[config.mk]
export PLATFORM = sky130hd
export DESIGN_NAME = ddc_core
export DESIGN_NICKNAME = d
export VERILOG_FILES = /design/src/pkg/ddc_pkg.sv /design/src/hw/ddc_core.sv /design/src/hw/ddc_mem.sv
export VERILOG_INCLUDE_DIRS = /design/src /design/src/pkg
export SDC_FILE = /design/constraint.sdc
export NUM_CORES = 2
export LEC_CHECK = 0
export BUFFER_PORTS_ARGS = -buffer_cell sky130_fd_sc_hd__buf_2
export CELL_PAD_IN_SITES_DETAIL_PLACEMENT = 1
export CELL_PAD_IN_SITES_GLOBAL_PLACEMENT = 1
export CORE_MARGIN = 3
export CORE_UTILIZATION = 30
export CTS_CLUSTER_DIAMETER = 40
export CTS_CLUSTER_SIZE = 10
export DETAILED_ROUTE_END_ITERATION = 10
export GPL_TIMING_DRIVEN = 0
export PLACE_DENSITY = 0.51
export SYNTH_ARGS = -nofsm -noshare
export SYNTH_HDL_FRONTEND = slang
export SYNTH_HIERARCHICAL = 1
export SYNTH_SLANG_ARGS = --single-unit
export TNS_END_PERCENT = 30
[constraint.sdc]
create_clock -name mclk -period 9.6 [get_ports mclk]
set_input_delay 2.4 -clock mclk [delete_from_list [all_inputs] [get_ports mclk]]
set_output_delay 2.4 -clock mclk [all_outputs]
set_load 0.01 [all_outputs]
[src/pkg/ddc_regs.svh]
`ifndef DDC_REGS_SVH
`define DDC_REGS_SVH

// pin and core widths (n = 8 data pins)
`define DDC_PIN_W 8
`define DDC_BEAT_W 16
`define DDC_WORD_W 64
`define DDC_BEATS 4
`define DDC_COL_W 2
`define DDC_BANK_W 4
`define DDC_MEM_AW 6
`define DDC_MEM_DEPTH 64

// timing
`define DDC_CLK_PERIOD_PS 25000
`define DDC_AVG_REFRESH_INTERVAL_PS 7800000
`define DDC_AVG_REFRESH_INTERVAL_CYC \
	(`DDC_AVG_REFRESH_INTERVAL_PS / `DDC_CLK_PERIOD_PS)
`define DDC_TOGGLE_INTERVALS 8192
`define DDC_TOGGLE_LIMIT_CYC \
	(`DDC_AVG_REFRESH_INTERVAL_CYC * `DDC_TOGGLE_INTERVALS)
`define DDC_TOGGLE_CNT_W 22

// mode register field: bit 0 of the address selects termination
`define DDC_MR_TERM_BIT 0
`define DDC_TERM_EN_RST 1'h1

`endif

[src/pkg/ddc_pkg.sv]
`include "ddc_regs.svh"

package ddc_pkg;

	typedef struct packed {
		logic cs_n;
		logic act_n;
		logic ras_n;
		logic cas_n;
		logic we_n;
		logic [1:0] bg;
		logic [1:0] ba;
		logic [`DDC_COL_W-1:0] col;
		logic [`DDC_COL_W-1:0] spare;
	} ddc_cmd_t;

	// two n-bit words per clock: lo is the first half, hi the second
	typedef struct packed {
		logic [`DDC_PIN_W-1:0] hi;
		logic [`DDC_PIN_W-1:0] lo;
	} ddc_beat_t;

	typedef enum logic [1:0] {
		DDC_ST_IDLE = 2'h1,
		DDC_ST_WRITE = 2'h2
	} ddc_state_t;

endpackage : ddc_pkg

[src/hw/ddc_core.sv]
// Contract
// (RQ1) sixteen banks for x4/x8, eight for x16
// (RQ2) eight-n prefetch, two words per clock
// (RQ3) one access moves 8n word over four clocks
// (RQ4) host uses deselect, not no-operation, when idle
// (RQ5) host toggles clock enable every 8192 intervals
// (RQ6) or toggles chip select when enable stays high
// (RQ7) host issues only defined commands
// (RQ8) termination state terminates or floats, never drives
// (RQ9) chip select high masks the command
`timescale 1ns/1ps
`include "ddc_regs.svh"

module ddc_core #(
	parameter logic [`DDC_TOGGLE_CNT_W-1:0] TOGGLE_LIMIT =
		`DDC_TOGGLE_CNT_W'(`DDC_TOGGLE_LIMIT_CYC)
) (
	input wire logic mclk,
	input wire logic rstn,
	input wire logic org_x16_strap,
	input wire logic cke,
	input wire ddc_pkg::ddc_cmd_t cmd,
	input wire logic on_die_termination,
	input wire ddc_pkg::ddc_beat_t dq_i,
	input wire logic dq_rd_ready,
	output ddc_pkg::ddc_beat_t dq_o,
	output logic dq_oe,
	output logic dq_term,
	output logic cmd_busy,
	output logic usable
);
	import ddc_pkg::*;

	ddc_state_t state;
	ddc_state_t next_state;
	logic org_x16;
	logic strap_taken;
	logic term_en;
	logic [1:0] wr_idx;
	logic [`DDC_WORD_W-1:0] wr_word;
	logic [`DDC_MEM_AW-1:0] wr_addr;
	logic rd_pend;
	logic [`DDC_WORD_W-1:0] mem_rdata;
	logic [`DDC_WORD_W-1:0] buf0;
	logic [`DDC_WORD_W-1:0] buf1;
	logic [1:0] buf_count;
	logic [1:0] next_count;
	logic ser_active;
	logic [1:0] ser_idx;
	logic [`DDC_WORD_W-1:0] ser_word;
	logic cke_q;
	logic cs_n_q;
	logic [`DDC_TOGGLE_CNT_W-1:0] toggle_cnt;

	// command decode; unknown codes and the no-operation code fall through
	wire cmd_live = !cmd.cs_n && cke && state == DDC_ST_IDLE; // see RQ9
	wire is_col = !cmd.act_n && 1'b0 || (cmd.act_n && cmd.ras_n &&
		!cmd.cas_n);
	wire is_mrs = cmd.act_n && !cmd.ras_n && !cmd.cas_n && !cmd.we_n;
	wire rd_room = buf_count == 2'h0 || (buf_count == 2'h1 && !rd_pend);
	wire rd_take = cmd_live && is_col && cmd.we_n && rd_room; // see RQ7
	wire wr_take = cmd_live && is_col && !cmd.we_n;
	wire mrs_take = cmd_live && is_mrs;
	// x16 drops the upper bank-group bit: eight banks, else sixteen
	wire [`DDC_BANK_W-1:0] bank_idx =
		org_x16 ? {1'b0, cmd.bg[0], cmd.ba} : {cmd.bg, cmd.ba}; // see RQ1
	wire [`DDC_MEM_AW-1:0] cmd_addr = {bank_idx, cmd.col};
	wire mem_we = state == DDC_ST_WRITE && wr_idx == 2'h3; // see RQ3
	wire [`DDC_WORD_W-1:0] mem_wdata = {dq_i, wr_word[47:0]};
	wire pop = buf_count != 2'h0 &&
		(!ser_active || (ser_idx == 2'h3 && dq_rd_ready));
	wire push = rd_pend;
	wire ddc_beat_t ser_beat = ser_word[ser_idx*`DDC_BEAT_W +: `DDC_BEAT_W];
	// periodic toggle watch: clock enable, or chip select with enable high
	wire toggled = cke != cke_q ||
		(cke && cke_q && cmd.cs_n != cs_n_q); // see RQ5 see RQ6

	ddc_mem u_mem (
		.mclk(mclk),
		.we(mem_we),
		.waddr(wr_addr),
		.wdata(mem_wdata),
		.re(rd_take),
		.raddr(cmd_addr),
		.rdata(mem_rdata)
	);

	always_comb begin
		next_state = state;
		unique case (state)
			DDC_ST_IDLE: if (wr_take) begin
				next_state = DDC_ST_WRITE;
			end
			DDC_ST_WRITE: if (wr_idx == 2'h3) begin
				next_state = DDC_ST_IDLE;
			end
		endcase
	end

	always_comb begin
		next_count = buf_count;
		if (push && !pop) begin
			next_count = buf_count + 2'h1;
		end else if (pop && !push) begin
			next_count = buf_count - 2'h1;
		end
	end

	always_ff @(posedge mclk or negedge rstn) begin
		if (!rstn) begin
			strap_taken <= 1'b0;
			org_x16 <= 1'b0;
		end else if (!strap_taken) begin
			strap_taken <= 1'b1;
			org_x16 <= org_x16_strap;
		end
	end

	always_ff @(posedge mclk or negedge rstn) begin
		if (!rstn) begin
			state <= DDC_ST_IDLE;
			wr_idx <= 2'h0;
			wr_addr <= '0;
			term_en <= `DDC_TERM_EN_RST;
			rd_pend <= 1'b0;
		end else begin
			state <= next_state;
			wr_idx <= state == DDC_ST_WRITE ? wr_idx + 2'h1 : 2'h0;
			if (wr_take) begin
				wr_addr <= cmd_addr;
			end
			if (mrs_take) begin
				term_en <= cmd.spare[`DDC_MR_TERM_BIT];
			end
			rd_pend <= rd_take;
		end
	end

	// write beats land in the core word, first beat in the low bits
	always_ff @(posedge mclk or negedge rstn) begin
		if (!rstn) begin
			wr_word <= '0;
		end else if (state == DDC_ST_WRITE) begin
			wr_word[wr_idx*`DDC_BEAT_W +: `DDC_BEAT_W] <= dq_i; // see RQ2
		end
	end

	// two-entry buffer between core fetch and pin serializer
	always_ff @(posedge mclk or negedge rstn) begin
		if (!rstn) begin
			buf0 <= '0;
			buf1 <= '0;
			buf_count <= 2'h0;
		end else begin
			buf_count <= next_count;
			if (push && (pop ? buf_count == 2'h1 : buf_count == 2'h0)) begin
				buf0 <= mem_rdata;
			end else if (pop) begin
				buf0 <= buf1;
			end
			if (push && (pop ? buf_count == 2'h2 : buf_count == 2'h1)) begin
				buf1 <= mem_rdata;
			end
		end
	end

	always_ff @(posedge mclk or negedge rstn) begin
		if (!rstn) begin
			ser_active <= 1'b0;
			ser_idx <= 2'h0;
			ser_word <= '0;
		end else if (pop) begin
			ser_active <= 1'b1;
			ser_idx <= 2'h0;
			ser_word <= buf0;
		end else if (ser_active && dq_rd_ready) begin
			ser_active <= ser_idx != 2'h3; // see RQ3
			ser_idx <= ser_idx + 2'h1;
		end
	end

	// pins: a beat leaves once per accepted clock; idle pins never drive
	always_ff @(posedge mclk or negedge rstn) begin
		if (!rstn) begin
			dq_o <= '0;
			dq_oe <= 1'b0;
			dq_term <= 1'b0;
			cmd_busy <= 1'b0;
		end else begin
			dq_o <= ser_beat; // see RQ2
			dq_oe <= ser_active && dq_rd_ready;
			dq_term <= on_die_termination && term_en && !ser_active; // see RQ8
			cmd_busy <= next_state == DDC_ST_WRITE || !(next_count == 2'h0 ||
				(next_count == 2'h1 && !rd_take));
		end
	end

	always_ff @(posedge mclk or negedge rstn) begin
		if (!rstn) begin
			cke_q <= 1'b0;
			cs_n_q <= 1'b1;
			toggle_cnt <= '0;
			usable <= 1'b1;
		end else begin
			cke_q <= cke;
			cs_n_q <= cmd.cs_n;
			if (toggled) begin
				toggle_cnt <= '0;
			end else if (toggle_cnt != TOGGLE_LIMIT) begin
				toggle_cnt <= toggle_cnt + 1'b1;
			end
			usable <= toggled || toggle_cnt != TOGGLE_LIMIT; // see RQ5
		end
	end
endmodule : ddc_core

[src/hw/ddc_mem.sv]
`timescale 1ns/1ps
`include "ddc_regs.svh"

module ddc_mem (
	input wire logic mclk,
	input wire logic we,
	input wire logic [`DDC_MEM_AW-1:0] waddr,
	input wire logic [`DDC_WORD_W-1:0] wdata,
	input wire logic re,
	input wire logic [`DDC_MEM_AW-1:0] raddr,
	output logic [`DDC_WORD_W-1:0] rdata
);
	logic [`DDC_WORD_W-1:0] cells [0:`DDC_MEM_DEPTH-1];

	always_ff @(posedge mclk) begin
		if (we) begin
			cells[waddr] <= wdata;
		end
		if (re) begin
			rdata <= cells[raddr];
		end
	end
endmodule : ddc_mem

* Word level (Yosys, flattened, before mapping)
Memories as Yosys holds them, arrays and structs flattened. A register that Yosys moved wholly into a read port is not among the register bits.
Cells that the tools add are included.
** Storage, ports and cells
- Latch bits :: 0
- Flip-flop bits (word level) :: 319
- Logic and storage cells :: 112
- ROM bits :: 0
- Bits of input ports :: 35
- Memories :: 1
- Memory bits (writable) :: 4096
- Output and inout bits :: 20
** Memories
- u_mem.cells :: words 64, bits a word 64, rd ports 1, clocked after memory_dff 1, wr ports 1, line ddc_mem.sv:13 : logic [`DDC_WORD_W-1:0] cells [0:`DDC_MEM_DEPTH-1];
** Cells by class
- Shift-type cells :: 3
- $mul :: 0
- Eq/ne operators :: 12
- Reductions and logical operators :: 47
- Bitwise gates (word level) :: 0
- $lt $le $gt $ge :: 0
- Add/sub/neg operators :: 6
- Mux-type cells :: 20
- Div/mod/pow operators :: 0
** Operators by type and width (count)
- 64-bit two-way mux :: 2
- 64-bit bitwise mux :: 1
- 16-bit by 34-bit variable shift with 64-bit output (first input constant) :: 1
- 16-bit by 34-bit indexed part select with 64-bit output :: 1
- 64-bit by 7-bit indexed part select with 16-bit output :: 1
- 22-bit two-way mux :: 2
- 6-bit negator with 34-bit output :: 1
- 1-bit logical AND :: 26
- 22-bit by 1-bit adder with 22-bit output (second input constant) :: 1
- 22-bit inequality test (second input constant) :: 1
- 2-bit two-way mux :: 7
- 2-bit equality test (second input constant) :: 5
- 1-bit logical NOT :: 9
- 2-bit nonzero test :: 4
- 2-bit by 1-bit adder with 2-bit output (second input constant) :: 3
- 2-bit by 1-bit equality test with 1-bit output (second input constant) :: 3
- 1-bit logical OR :: 6
- 1-bit two-way mux :: 6
- 2-bit logical NOT :: 2
- 4-bit two-way mux :: 1
- 2-bit case mux with 2 select lines :: 1
- 1-bit inequality test :: 2
- 2-bit inequality test (second input constant) :: 1
- 2-bit by 1-bit subtractor with 2-bit output (second input constant) :: 1

* Longest topological paths before layout
- Depth in word-level cells :: 12
- Depth in mapped cells :: 9

* By module
The synthesis kept the hierarchy.
** Modules (own cells, without submodules)
- ddc_mem :: area each 156989.3 sq um, cells an instance 6598, times used 1
- ddc_core :: area each 12650.9 sq um, cells an instance 846, times used 1

* Least setup slack after synthesis
OpenSTA, ideal clock, no wires.
- Kind :: input to register
- Start :: input cke
- End :: register rd_pend (netlist: push)
- Arrival time :: 7.294 ns
- Stages :: 3
- Setup slack :: 1.721 ns
- Path buffers :: 0
- Cell sequence :: nor4bb_1 nand2_1 nor3_1
** On the way
- Longest elaborated chain between the ends :: 5
** RTL lines
- from (decl) :: line ddc_core.sv:21 : input wire logic cke,
- 1-bit logical AND (2 in a row) :: line ddc_core.sv:56 : wire cmd_live = !cmd.cs_n && cke && state == DDC_ST_IDLE;
- 1-bit logical AND (3 in a row) :: line ddc_core.sv:61 : wire rd_take = cmd_live && is_col && cmd.we_n && rd_room;
- named net rd_take :: line ddc_core.sv:61
- to (signal assigned) :: line ddc_core.sv:135 : rd_pend <= rd_take;
- to (decl) :: line ddc_core.sv:42 : logic rd_pend;
The timed path passes the listed nets, and every way through them passes these cells.
A chain may end at the register's enable or synchronous reset.

* Worst setup path after layout
- Start :: input cmd[7] (netlist name)
- End :: register u_mem.rdata[57], read port of u_mem.cells, data pin
** On the way
- Longest elaborated chain between the ends :: 1
** RTL lines
- from (decl) :: line ddc_core.sv:22 : input wire ddc_pkg::ddc_cmd_t cmd,
- 4-bit two-way mux :: line ddc_core.sv:66 : org_x16 ? {1'b0, cmd.bg[0], cmd.ba} : {cmd.bg, cmd.ba};
- named net bank_idx[3] :: line ddc_core.sv:65 : wire [`DDC_BANK_W-1:0] bank_idx =
- to (decl) :: line ddc_mem.sv:11 : output logic [`DDC_WORD_W-1:0] rdata
The timed path passes the listed nets, and every way through them passes these cells.

==> metrics.md <==
| Metric | Value |
|---|---|
| Final period util | 0.743 |
| Initial core utilization | 0.302 |
| Per-cell routed wire length | 33.3 um |
| Post-route ant nets | 0 |
| Setup repair bufs after CTS | 0 |
| Tmin final | 7130 ps |
| Layout cells sized above 1 | 0.340 |
| Drt total wl | 550000 um |
| Largest net degree at the start of global routing | 111 |
| Unrepaired setup endpoints after global routing | no |
| Footprint of the multi-input gates | 35700 um2 |
| Final Hold Fails | 0 |
| Die Y | 758 um |
| DP Cell Count | 15300 |
| Pwr per Cell Area | 246 nW/um2 |
| Cells after Synth | 7444 |
| Pwr Total | 51200 uW |
| Ys async rst share | 0.0679 |
| Vias in the first global route | 90500 |
| H-tree level count | 6 |
| Post-synth EDFFs | 4160 |
| Seq cells post-synth | 4463 |
| Cell Area, Synth | 170000 um2 |
| Hold WC Path Type | flip-flop to flip-flop |
| # port buffers | 53 |
| Critical Path End Type | flip-flop |
| Drt pass-1 iters | 5 |
| Run status | complete, but fails checks |
| GR Overflow Total | 0 |
| Initial antenna violation count | 81 |
| CP startpoint kind | input pin |
| Clock root buffer master | clkbuf_16 |
| Synthesis-to-layout area growth | 22.5% |
| Hold_ws | 464 ps |
| Final Non-Filler Cells | 16500 |
| Vias per cell | 5.24 |
| Clock-pin slew on the worst setup and hold paths | 60 ps |
| Leakage Power | 0.0672 uW |
| FMAX | 140 MHz |
| Sink Count | 4463 |
| Clock Skew | 58.1 ps |
| Post-DP HPWL | 377000 um |
| Register area | 133000 um2 |
| Seq/Total Area, Yosys | 0.781 |
| Routed vias | 86600 |
| MaxCap Viol Count | 1 |
| Syn_area_per_cell | 22.8 um2 |
| First-pass GRT wire length | 755000 um |
| Setup TNS | 0 ps |
| Worst vdd ir | 0.164 mV |
| CP max FO | 10 |
| Synth Net Count | 7491 |
| Worst EP arrival | 7810 ps |
| Worst-Skew Late Latency | 1070 ps |
| Critical path class | input pin to flip-flop |
| FILL cells | 53800 |
| Drt drc | 0 |
| Violated checks | capacitance limit |
| NumNets Final | 8488 |
| Number of I/O pins | 55 |
| CTS max path bufs | 4 |
| RePlAce Congestion | 0.809 |
| Total track usage | 0.188 |
| Req. time, crit path | 10280 ps |
| Synthesis warning total | 6 |
| Final setup violating endpoints | 0 |
| Post-CTS Resized | 0 |
| Slew at the pin closest to its max-slew limit | 1470 ps |
| Total Die Area | 575000 um2 |
| Cts hold-fix bufs | 0 |
| DIE WIDTH | 758 um |
| Dominant synthesized flop cell | edfxtp_1 |
| Slew headroom | 0.0189 |
| CTS Buf Count | 658 |
| Post-synth cell types | 61 |
| TritonCTS clock tree | yes |
| Starting DRT DRC Count | 10200 |
| Max Transition Viols Final | 0 |
| Core area | 562000 um2 |
| Row count | 275 |
==> registers in the layout, summed over array words and instances (netlist names), 2 cells and up <==
register	cells
u_mem/cells	4096
buf0	64
buf1	64
ser_word	64
u_mem/rdata	64
wr_word	48
toggle_cnt	22
dq_o	16
wr_addr	6
buf_count	2
ser_idx	2
state	2
wr_idx	2
==> per-layer routing <==
layer,part of all wire,global-route usage,up-vias
met4,0.031,0.0586,26
met2,0.48,0.305,3485
met5,0.0014,0,-
met1,0.42,0.258,48300
met3,0.073,0.0344,810
li1,-,-,34000
==> worst max-delay path: stages <==
cell and delay (ps):
buf_2 80, nor2b_1 1060, clkbuf_1 910, and2_1 240, buf_1 960, clkbuf_1 450, nand2_1 140, a31oi_1 1150
a211oi_2 370
==> layout make-up <==
| class | count | area share |
|---|---|---|
| multi-input combinational | 2538 | 0.172 |
| clock buffer | 788 | 0.0833 |
| clock inverter | 388 | 0.0230 |
| inverter | 31 | 0.000560 |
| buffer | 412 | 0.00946 |
| antenna | 76 | 0.000915 |
| timing repair buffer | 337 | 0.0282 |
| tap | 7479 | 0.0450 |
| sequential | 4463 | 0.638 |
==> report_power, final <==
part           leakage, uW  internal (uW)  switching [uW]  total, uW
clock               0.0107          15100            9000      24100
combinational       0.0149           1300            2290       3590
sequential          0.0416          22700             885      23500
==> Yosys cell counts (73+ instances only) <==
| library cell | number | area, um2 |
|---|---|---|
| nand2_1 | 73 | 274 |
| buf_2 | 188 | 941 |
| mux2i_1 | 135 | 1350 |
| nor2_1 | 131 | 492 |
| clkbuf_1 | 163 | 612 |
| a22o_1 | 136 | 1190 |
| dfrtp_1 | 299 | 7480 |
| edfxtp_1 | 4160 | 125000 |
| a22oi_1 | 168 | 1260 |
| o22ai_1 | 83 | 519 |
| mux4_2 | 1040 | 23400 |
| mux2_2 | 264 | 2970 |
==> worst paths after layout <==
path / startpoint / to / slack, ps / cells after the start
worst max-delay path: cmd[7] / u_mem/rdata[57] / 2470 / 9
worst min-delay path: term_en / dq_term / 460 / 2
worst min register to register: term_en / dq_term / 460 / 2
worst max register to register: org_x16 / u_mem/rdata[57] / 3530 / 8
max in group asynchronous: rstn / wr_word[45] / 6970 / 2
min in group asynchronous: rstn / dq_oe / 1420 / 1
==> cell families after synthesis <==
| group | count (synthesis) | synth area share |
|---|---|---|
| DFF | 4463 | 0.781 |
| other | 1 | 0.0000221 |
| adders and majority gates | 12 | 0.000885 |
| buffers and inverters | 443 | 0.0122 |
| and+or+nand+nor | 480 | 0.0147 |
| xor gates and xnor gates | 15 | 0.000774 |
| muxes | 1439 | 0.164 |
| AOI/OAI and AO/OA | 591 | 0.0268 |
==> stage by stage <==
| step | utilization | setup WS (ps) | instance area [um2] |
|---|---|---|---|
| after floorplan | - | 1720 | 170000 |
| after global placement | 0.319 | -4340 | 179000 |
| after detailed placement | 0.330 | 1290 | 185000 |
| after CTS | 0.369 | 2460 | 208000 |
| after global routing | 0.369 | 2620 | 208000 |
| final | 0.370 | 2470 | 208000 |
==> cell usage in the layout, fill, tap and decap left out, types with 15 or more instances in the layout <==
| cell type | count |
|---|---|
| o22ai_1 | 83 |
| buf_6 | 29 |
| a21oi_1 | 15 |
| clkinv_2 | 94 |
| buf_4 | 51 |
| a41oi_1 | 24 |
| bufinv_16 | 80 |
| a22oi_1 | 168 |
| dfrtp_1 | 251 |
| clkinv_16 | 15 |
| buf_2 | 230 |
| buf_12 | 223 |
| mux2_2 | 264 |
| nand2_1 | 73 |
| or2_2 | 28 |
| clkbuf_1 | 261 |
| a2bb2oi_1 | 19 |
| clkinv_1 | 84 |
| nor2_4 | 62 |
| clkinv_4 | 19 |
| nor2b_1 | 33 |
| nor2_1 | 68 |
| and3_1 | 66 |
| inv_6 | 32 |
| or3_1 | 34 |
| clkbuf_16 | 668 |
| o221ai_1 | 38 |
| clkinvlp_4 | 42 |
| dfrtp_2 | 45 |
| edfxtp_1 | 4160 |
| mux4_2 | 1040 |
| clkbuf_8 | 15 |
| a22o_1 | 136 |
| a211oi_1 | 54 |
| nand3_1 | 54 |
| inv_1 | 31 |
| buf_1 | 19 |
| diode_2 | 76 |
| mux2i_1 | 135 |
| buf_16 | 24 |
No activity file was read; power rests on OpenSTA's default activity.
